**src/axis_status_pkg.sv**
```systemverilog
package axis_status_pkg;

  // ==========================================================================
  // Register map
  localparam int ADDR_W = 12;
  localparam logic [ADDR_W-1:0] OFF_STATUS = 12'h000;
  localparam logic [ADDR_W-1:0] OFF_SENSE = 12'h004;
  localparam logic [ADDR_W-1:0] OFF_FILTER = 12'h008;

  // ==========================================================================
  // Conditioned pin inputs, index in the pin vector
  localparam int NUM_PINS = 12;
  localparam int PIN_START = 0;
  localparam int PIN_STOP = 1;
  localparam int PIN_EMG = 2;
  localparam int PIN_PCS = 3;
  localparam int PIN_EZ = 4;
  localparam int PIN_DRP = 5;
  localparam int PIN_DRM = 6;
  localparam int PIN_CLR = 7;
  localparam int PIN_LTC = 8;
  localparam int PIN_PSD = 9;
  localparam int PIN_INP = 10;
  localparam int PIN_MSD = 11;
  // Pins below this index are fixed active low
  localparam int NUM_FIXED = 3;
  localparam int SENSE_W = NUM_PINS - NUM_FIXED;

  // ==========================================================================
  // Status word fields
  localparam int POS_STATE = 0;
  localparam int POS_DIR = 4;
  localparam int POS_START = 5;
  localparam int POS_STOP = 6;
  localparam int POS_EMG = 7;
  localparam int POS_PCS = 8;
  localparam int POS_ERC = 9;
  localparam int POS_EZ = 10;
  localparam int POS_DRP = 11;
  localparam int POS_DRM = 12;
  localparam int POS_CLR = 13;
  localparam int POS_LTC = 14;
  localparam int POS_PSD = 15;
  localparam int POS_INP = 16;
  localparam int POS_MSD = 17;
  localparam int POS_PFC = 18;
  localparam int POS_PFM = 20;
  localparam int POS_PLUS_SLOWDOWN_LATCHED = 22;
  localparam int POS_MINUS_SLOWDOWN_LATCHED = 23;
  localparam int POS_ZERO = 24;

  // ==========================================================================
  // Reset values and timing
  localparam logic [SENSE_W-1:0] SENSE_RST = 9'h000;
  localparam logic FILTER_RST = 1'b1;
  localparam int FILTER_LEN = 3;

  // ==========================================================================
  // Operation state codes
  typedef enum logic [3:0] {
    OP_STOPPED = 4'h0,
    OP_WAIT_PULSER = 4'h1,
    OP_WAIT_START = 4'h2,
    OP_WAIT_SYNC = 4'h3,
    OP_WAIT_AXIS = 4'h4,
    OP_WAIT_ERC = 4'h5,
    OP_WAIT_DIR = 4'h6,
    OP_BACKLASH = 4'h7,
    OP_ACCEL = 4'hB
  } op_state_e;

endpackage : axis_status_pkg

```
**src/cond_if.sv**
```systemverilog
`timescale 1ns/100ps
interface cond_if #(
  parameter int W = 12
);
  logic [W-1:0] raw;
  logic [W-1:0] polarity;
  logic filt_en;
  logic [W-1:0] level;

  modport conditioner (
    input raw,
    input polarity,
    input filt_en,
    output level
  );

  modport user (
    output raw,
    output polarity,
    output filt_en,
    input level
  );
endinterface : cond_if

```
**src/axis_extended_status.sv**
```systemverilog
// Behaviour
// - State code 0 stopped, 1 pulser, 2 start
// - State code 3 sync wait, 4 axis wait
// - Codes 5 DEVIATION_CLEAR_OUT, 6 dir, 7 backlash, B accel
// - Bit 4 shows motion direction
// - Bits 5-7 show start, stop, emergency inputs
// - Bits 8-10 show override, deviation clear, index
// - Bits 11-12 show pulser plus, minus
// - Bits 13-14 show counter reset, latch
// - Bits 15 and 17 show slow-down inputs
// - Bit 16 shows positioning complete input
// - Bits 18-19 show comparator-5 pre-register state
// - Bits 20-21 show operation pre-register state
// - Bits 22-23 show latched slow-down flags
// - Word read-only, bits 24-31 zero
//
// Local design decisions: the APB interface to the registers and the register offsets.
`timescale 1ns/100ps
module axis_extended_status
  import axis_status_pkg::*;
(
  input wire logic pclk,
  input wire logic presetn,
  input wire logic psel,
  input wire logic penable,
  input wire logic pwrite,
  input wire logic [ADDR_W-1:0] paddr,
  input wire logic [31:0] pwdata,
  input wire logic [3:0] pstrb,
  output logic [31:0] prdata,
  output logic pready,
  output logic pslverr,
  input wire logic [3:0] operation_state_code,
  input wire logic motion_direction_flag,
  input wire logic deviation_clear_out,
  input wire logic [1:0] cmp5_prereg_state,
  input wire logic [1:0] op_prereg_state,
  input wire logic plus_slowdown_latched,
  input wire logic minus_slowdown_latched,
  input wire logic shared_start_in_n,
  input wire logic shared_stop_in_n,
  input wire logic shared_emergency_in_n,
  input wire logic target_override_in,
  input wire logic encoder_index_in,
  input wire logic [1:0] manual_pulser_way_in,
  input wire logic counter_reset_in,
  input wire logic counter_latch_in,
  input wire logic [1:0] slowdown_in,
  input wire logic positioning_complete_in
);

  // ==========================================================================
  // State
  typedef struct packed {
    logic [SENSE_W-1:0] sense;
    logic filt_en;
    logic [31:0] rdata;
    logic err;
  } regs_s;

  regs_s q;
  regs_s d;

  logic [31:0] status_w;
  logic [NUM_PINS-1:0] pins;
  logic setup_ph;
  logic access_ph;
  logic sel_status;
  logic sel_sense;
  logic sel_filter;

  // ==========================================================================
  // Pin conditioning
  cond_if #(.W(NUM_PINS)) cin ();

  always_comb begin
    pins = '0;
    pins[PIN_START] = shared_start_in_n;
    pins[PIN_STOP] = shared_stop_in_n;
    pins[PIN_EMG] = shared_emergency_in_n;
    pins[PIN_PCS] = target_override_in;
    pins[PIN_EZ] = encoder_index_in;
    pins[PIN_DRP] = manual_pulser_way_in[0];
    pins[PIN_DRM] = manual_pulser_way_in[1];
    pins[PIN_CLR] = counter_reset_in;
    pins[PIN_LTC] = counter_latch_in;
    pins[PIN_PSD] = slowdown_in[0];
    pins[PIN_INP] = positioning_complete_in;
    pins[PIN_MSD] = slowdown_in[1];
  end

  assign cin.raw = pins;
  // Fixed low-true pins, others per sense
  assign cin.polarity = {q.sense, {NUM_FIXED{1'b1}}};
  assign cin.filt_en = q.filt_en;

  input_conditioner #(
    .W(NUM_PINS),
    .FL(FILTER_LEN)
  ) u_cond (
    .pclk(pclk),
    .presetn(presetn),
    .c(cin)
  );

  // ==========================================================================
  // Status word assembly
  always_comb begin
    status_w = '0;
    status_w[POS_STATE +: 4] = operation_state_code;
    status_w[POS_DIR] = motion_direction_flag;
    status_w[POS_START] = cin.level[PIN_START];
    status_w[POS_STOP] = cin.level[PIN_STOP];
    status_w[POS_EMG] = cin.level[PIN_EMG];
    status_w[POS_PCS] = cin.level[PIN_PCS];
    status_w[POS_ERC] = deviation_clear_out;
    status_w[POS_EZ] = cin.level[PIN_EZ];
    status_w[POS_DRP] = cin.level[PIN_DRP];
    status_w[POS_DRM] = cin.level[PIN_DRM];
    status_w[POS_CLR] = cin.level[PIN_CLR];
    status_w[POS_LTC] = cin.level[PIN_LTC];
    status_w[POS_PSD] = cin.level[PIN_PSD];
    status_w[POS_MSD] = cin.level[PIN_MSD];
    status_w[POS_INP] = cin.level[PIN_INP];
    status_w[POS_PFC +: 2] = cmp5_prereg_state;
    status_w[POS_PFM +: 2] = op_prereg_state;
    status_w[POS_PLUS_SLOWDOWN_LATCHED] = plus_slowdown_latched;
    status_w[POS_MINUS_SLOWDOWN_LATCHED] = minus_slowdown_latched;
    status_w[31:POS_ZERO] = '0;
  end

  // ==========================================================================
  // APB slave
  assign setup_ph = psel && !penable;
  assign access_ph = psel && penable;
  assign sel_status = (paddr == OFF_STATUS);
  assign sel_sense = (paddr == OFF_SENSE);
  assign sel_filter = (paddr == OFF_FILTER);

  // Zero wait states; read data is captured in setup so it is a flop
  assign pready = 1'b1;
  assign prdata = q.rdata;
  assign pslverr = q.err;

  always_comb begin
    d = q;
    if (setup_ph) begin
      d.rdata = '0;
      d.err = 1'b0;
      if (sel_status) begin
        d.rdata = pwrite ? '0 : status_w;
        d.err = pwrite;
      end else if (sel_sense) begin
        d.rdata[SENSE_W-1:0] = pwrite ? '0 : q.sense;
      end else if (sel_filter) begin
        d.rdata[0] = pwrite ? 1'b0 : q.filt_en;
      end else begin
        d.err = 1'b1;
      end
    end
    if (access_ph && pwrite) begin
      // Sense and filter are software controls
      if (sel_sense) begin
        if (pstrb[0]) begin
          d.sense[7:0] = pwdata[7:0];
        end
        if (pstrb[1]) begin
          d.sense[SENSE_W-1:8] = pwdata[SENSE_W-1:8];
        end
      end else if (sel_filter && pstrb[0]) begin
        d.filt_en = pwdata[0];
      end
    end
  end

  always_ff @(posedge pclk or negedge presetn) begin
    if (!presetn) begin
      q.sense <= SENSE_RST;
      q.filt_en <= FILTER_RST;
      q.rdata <= '0;
      q.err <= 1'b0;
    end else begin
      q <= d;
    end
  end
endmodule : axis_extended_status

```
**src/input_conditioner.sv**
```systemverilog
`timescale 1ns/100ps
module input_conditioner
  import axis_status_pkg::*;
#(
  parameter int W = NUM_PINS,
  parameter int FL = FILTER_LEN
) (
  input wire logic pclk,
  input wire logic presetn,
  cond_if.conditioner c
);

  // Shift history needs at least two taps
  if (W < 1 || FL < 2) begin : g_bad_params
    $error("input_conditioner: W must be >= 1 and FL >= 2");
  end

  typedef struct packed {
    logic [W-1:0] sync1;
    logic [W-1:0] sync2;
    logic [FL-1:0][W-1:0] hist;
    logic [W-1:0] level;
  } cond_s;

  cond_s q;
  cond_s d;

  // ==========================================================================
  // Sync, polarity and agreement filter
  always_comb begin
    logic same;
    same = 1'b1;
    d = q;
    d.sync1 = c.raw;
    d.sync2 = q.sync1;
    d.hist = {q.hist[FL-2:0], q.sync2 ^ c.polarity};
    for (int i = 0; i < W; i++) begin
      same = 1'b1;
      for (int k = 1; k < FL; k++) begin
        if (q.hist[k][i] != q.hist[0][i]) begin
          same = 1'b0;
        end
      end
      // With filt_en set, glitches shorter than FL samples never reach software
      if (!c.filt_en || same) begin
        d.level[i] = q.hist[0][i];
      end
    end
  end

  always_ff @(posedge pclk or negedge presetn) begin
    if (!presetn) begin
      q <= '0;
    end else begin
      q <= d;
    end
  end

  assign c.level = q.level;

endmodule : input_conditioner

```
**config.mk**
```make
export PLATFORM = sky130hd
export DESIGN_NAME = axis_extended_status
export DESIGN_NICKNAME = d
export VERILOG_FILES = /design/src/axis_status_pkg.sv /design/src/cond_if.sv /design/src/axis_extended_status.sv /design/src/input_conditioner.sv
export SDC_FILE = /design/constraint.sdc
export NUM_CORES = 1
export LEC_CHECK = 0
export BUFFER_PORTS_ARGS = -buffer_cell sky130_fd_sc_hd__buf_2
export CAP_MARGIN = 5
export CORE_MARGIN = 5
export CORE_UTILIZATION = 46
export DETAILED_ROUTE_END_ITERATION = 8
export PLACE_DENSITY = 0.84
export RECOVER_POWER = 100
export SLEW_MARGIN = 20
export SYNTH_ARGS = -nofsm -noshare
export SYNTH_HDL_FRONTEND = slang
export SYNTH_SLANG_ARGS = --single-unit
```
**constraint.sdc**
```tcl
create_clock -name pclk -period 1.35 [get_ports pclk]
set_input_delay 0.135 -clock pclk [delete_from_list [all_inputs] [get_ports pclk]]
set_output_delay 0.135 -clock pclk [all_outputs]
set_load 0.05 [all_outputs]
```
==> out/qor.txt <==
Layout Cells excl Fill = 516
CTS Buf Count = 9
Hpwl dp = 5330 um
Reg-to-Reg End = u_cond.c.level[3]
First-pass GRT wire length = 13600 um
Yosys top cell by area = dfrtp_1
Root buf cell = clkbuf_8
Startpoint types = input pin
Final setup fails = 13
Max-slew headroom = 49.1%
Die height = 102 um
Vias per cell = 4.96
Filler Cell Count = 596
Clk pwr share = 33.7%
Clk sinks = 107
Synth warnings = 0
P_int = 0.00439 W
NumNets Final = 483
Vias = 2561
Synth Cell Area = 3860 um^2
Seq pwr share = 58.8%
Max Freq = 723 MHz
MaxCap Viol Count = 0
Reg2reg setup slack = 0.02 ns
Max-slew violations = 0
Global Route Usage Sum = 17.2%
DRT iter0 DRCs = 83
Worst-Margin Slew = 0.764 ns
Worst IR Drop VDD = 0.845 mV
Grt total ovfl = 0
Drt pass-1 iters = 5
Synthesis-stage register bit count = 107
Initial antenna violation count = 0
Worst skew pair latency = 0.37 ns
CTS Buffer Depth = 2
CTS H-tree depth = 3
DR DRC count = 0
Status = finished with violations
Footprint of the multi-input gates = 1140 um^2
CP endpoint = cin.polarity[8]
Layout cells sized above 1 = 40.4%
Arrival @ worst endpoint = 1.65 ns
Leak Pwr = 2.56 nW
Crit Reg-Reg Startpoint = cin.filt_en
Port Buffer Count = 76
Layout area overhead = 33.8%
ANT nets after route = 0
RSZ-0062 raised after global routing = yes
Switching Power = 0.00137 W
Final Util = 63.2%
Antenna cell count = 0
Critical Path Fanout Max = 6
Failing checks = setup timing
Mean Syn Cell Area = 14.0 um^2
Critical path origin = paddr[8]
Placed Cells = 465
Register area share after synthesis = 69.4%
CP Capture Type = flip-flop
Initial Util = 47.2%
# IOs = 111
Fin crit share = 102%
CP Class = input pin to flip-flop
Final hold violation count = 0
Unique masters post-synth = 33
Die Area = 10300 um^2
R2r worst-path depth = 4
Top cells by area, synth = dfrtp_1, a22o_1, a21bo_2
Cell count after synthesis = 275
Core ar. = 8180 um^2
Worst-path clk slew = 0.10 ns
Die W = 102 um
Cell Pwr Density = 1110 nW/um^2
Comb pwr share = 7.5%
Post-layout min period = 1.38 ns
Sw frac = 23.8%
Register Area = 2680 um^2
Std-Cell Rows = 33
Worst setup margin = -0.0329 ns
Share of the synthesized area in the top cell type = 68.7%
Vias in the first global route = 2770
Final Routed Wirelength = 8350 um
Clk_skew = 0.00885 ns
Gpl congestion = 0.832
Drt wl/cell = 16.2 um
CP required = 1.61 ns
CTS tree = done
Worst min path class = input pin to flip-flop
Hold_sp = pwdata[0]
Largest net degree at the start of global routing = 39
[cells in the final DEF (no fill, tap or decap), types with 3 or more instances in the layout]
| cell | Yosys | final |
|---|---|---|
| conb_1 | 2 | 9 |
| buf_6 | 0 | 8 |
| xor2_1 | 9 | 9 |
| dlygate4sd3_1 | 0 | 28 |
| dfrtp_1 | 106 | 106 |
| nand2_1 | 9 | 9 |
| buf_12 | 0 | 3 |
| o21ai_0 | 12 | 12 |
| inv_1 | 16 | 16 |
| a21oi_1 | 24 | 21 |
| o21ai_2 | 0 | 7 |
| buf_4 | 10 | 20 |
| buf_2 | 3 | 47 |
| clkbuf_2 | 0 | 27 |
| a22o_1 | 15 | 15 |
| mux2i_1 | 9 | 9 |
| or4_4 | 1 | 4 |
| a21oi_2 | 0 | 3 |
| clkbuf_8 | 0 | 9 |
| mux2_4 | 0 | 8 |
| a21bo_2 | 12 | 12 |
[worst min path at each step]
stage,to,slack [ns],cells after the start
floorplan,cin.polarity[10],-0.16,0
global placement,u_cond.d[53],0.1,1
detailed placement,prdata[3],0.1,1
global route,cin.polarity[3],0.03,2
CTS,cin.polarity[3],0.03,2
finish,cin.polarity[3],0.04,2
[sequential cells by signal, indices dropped and copies added (netlist names)]
signal / flops
pslverr: 1
prdata: 24
u_cond.q: 24
u_cond.d: 36
cin.polarity: 9
u_cond.c.level: 12
cin.filt_en: 1
[through the flow]
step | worst slack [ns] | total power [W] | cell area, um^2 | hold WS [ns] | TNS (ns)
floorplan | -0.391 | 0.00360 | 3920 | -0.161 | -7.93
global placement | -0.413 | 0.00378 | 4500 | 0.0958 | -11.95
detailed placement | -0.485 | 0.00380 | 4500 | 0.0989 | -13.07
CTS | -0.0420 | 0.00579 | 5080 | 0.0259 | -0.0480
global route | -0.0389 | 0.00600 | 5160 | 0.0325 | -0.344
finish | -0.0329 | 0.00576 | 5160 | 0.0386 | -0.261
[critical path: stages]
cell and delay (ns):
buf_6 0.09, or4_4 0.58, buf_12 0.16, nor4_4 0.18
buf_6 0.19, mux2_4 0.31
[power by group through the flow]
stage | Clock [W] | Sequential [W] | Combinational, W
6_report | 0.00194 | 0.00338 | 0.000433
5_1_grt | 0.00212 | 0.00340 | 0.000479
4_1_cts | 0.00198 | 0.00338 | 0.000429
3_5_place_dp | 0 | 0.00345 | 0.000356
3_3_place_gp | 0 | 0.00344 | 0.000346
2_1_floorplan | 0 | 0.00343 | 0.000169
[cell families (layout without fill, tap and decap cells)]
| logic type | Yosys count | count (layout) | synth area share [%] |
|---|---|---|---|
| simple gates | 27 | 27 | 5.22 |
| compound gates | 75 | 75 | 13.3 |
| other cells | 2 | 9 | 0.195 |
| mux | 19 | 19 | 5.25 |
| buf+inv | 36 | 165 | 4.57 |
| xor+xnor | 9 | 9 | 2.04 |
| flops | 107 | 107 | 69.4 |
[repair_timing]
item	CTS	global route
endpoints found under the hold margin	54	0
resized for setup	16	12
hold buffers	28	0
gates cloned	0	0
endpoints found under the setup margin	18	21
setup buffers	4	3
pin swaps	4	0
[synth_stat cells, drive strengths merged]
cell type  instances
a22o              15
nor4               4
a21bo             12
a2bb2oi            1
inv               16
or4                4
buf               14
nand3b             1
mux2i              9
mux2              10
clkbuf             6
a211o              1
xor2               9
o41ai              1
dfrtp            106
nand2b             1
o21a               1
nand4              2
dfstp              1
a21oi             24
o21ai             20
or3                1
conb               2
or4b               3
nor3b              1
or3b               1
nand2              9
[layout make-up]
class / instances / share of cell area, %
flip-flops and latches: 107 / 52.0
well taps: 105 / 2.54
multi-input cells: 139 / 22.1
repair buffers: 133 / 18.4
clock inverters: 6 / 1.38
clock buffers: 10 / 2.47
inverters: 16 / 1.16
[per-layer routing]
layer / vias up / routed length, um / track usage [%]
met5: - / 0 / 0
li1: 1202 / - / -
met1: 1249 / 3700 / 23.3
met3: 17 / 531 / 5.03
met4: 0 / 131 / 5.93
met2: 93 / 3980 / 26.6
(Power assumes the default switching activity.)
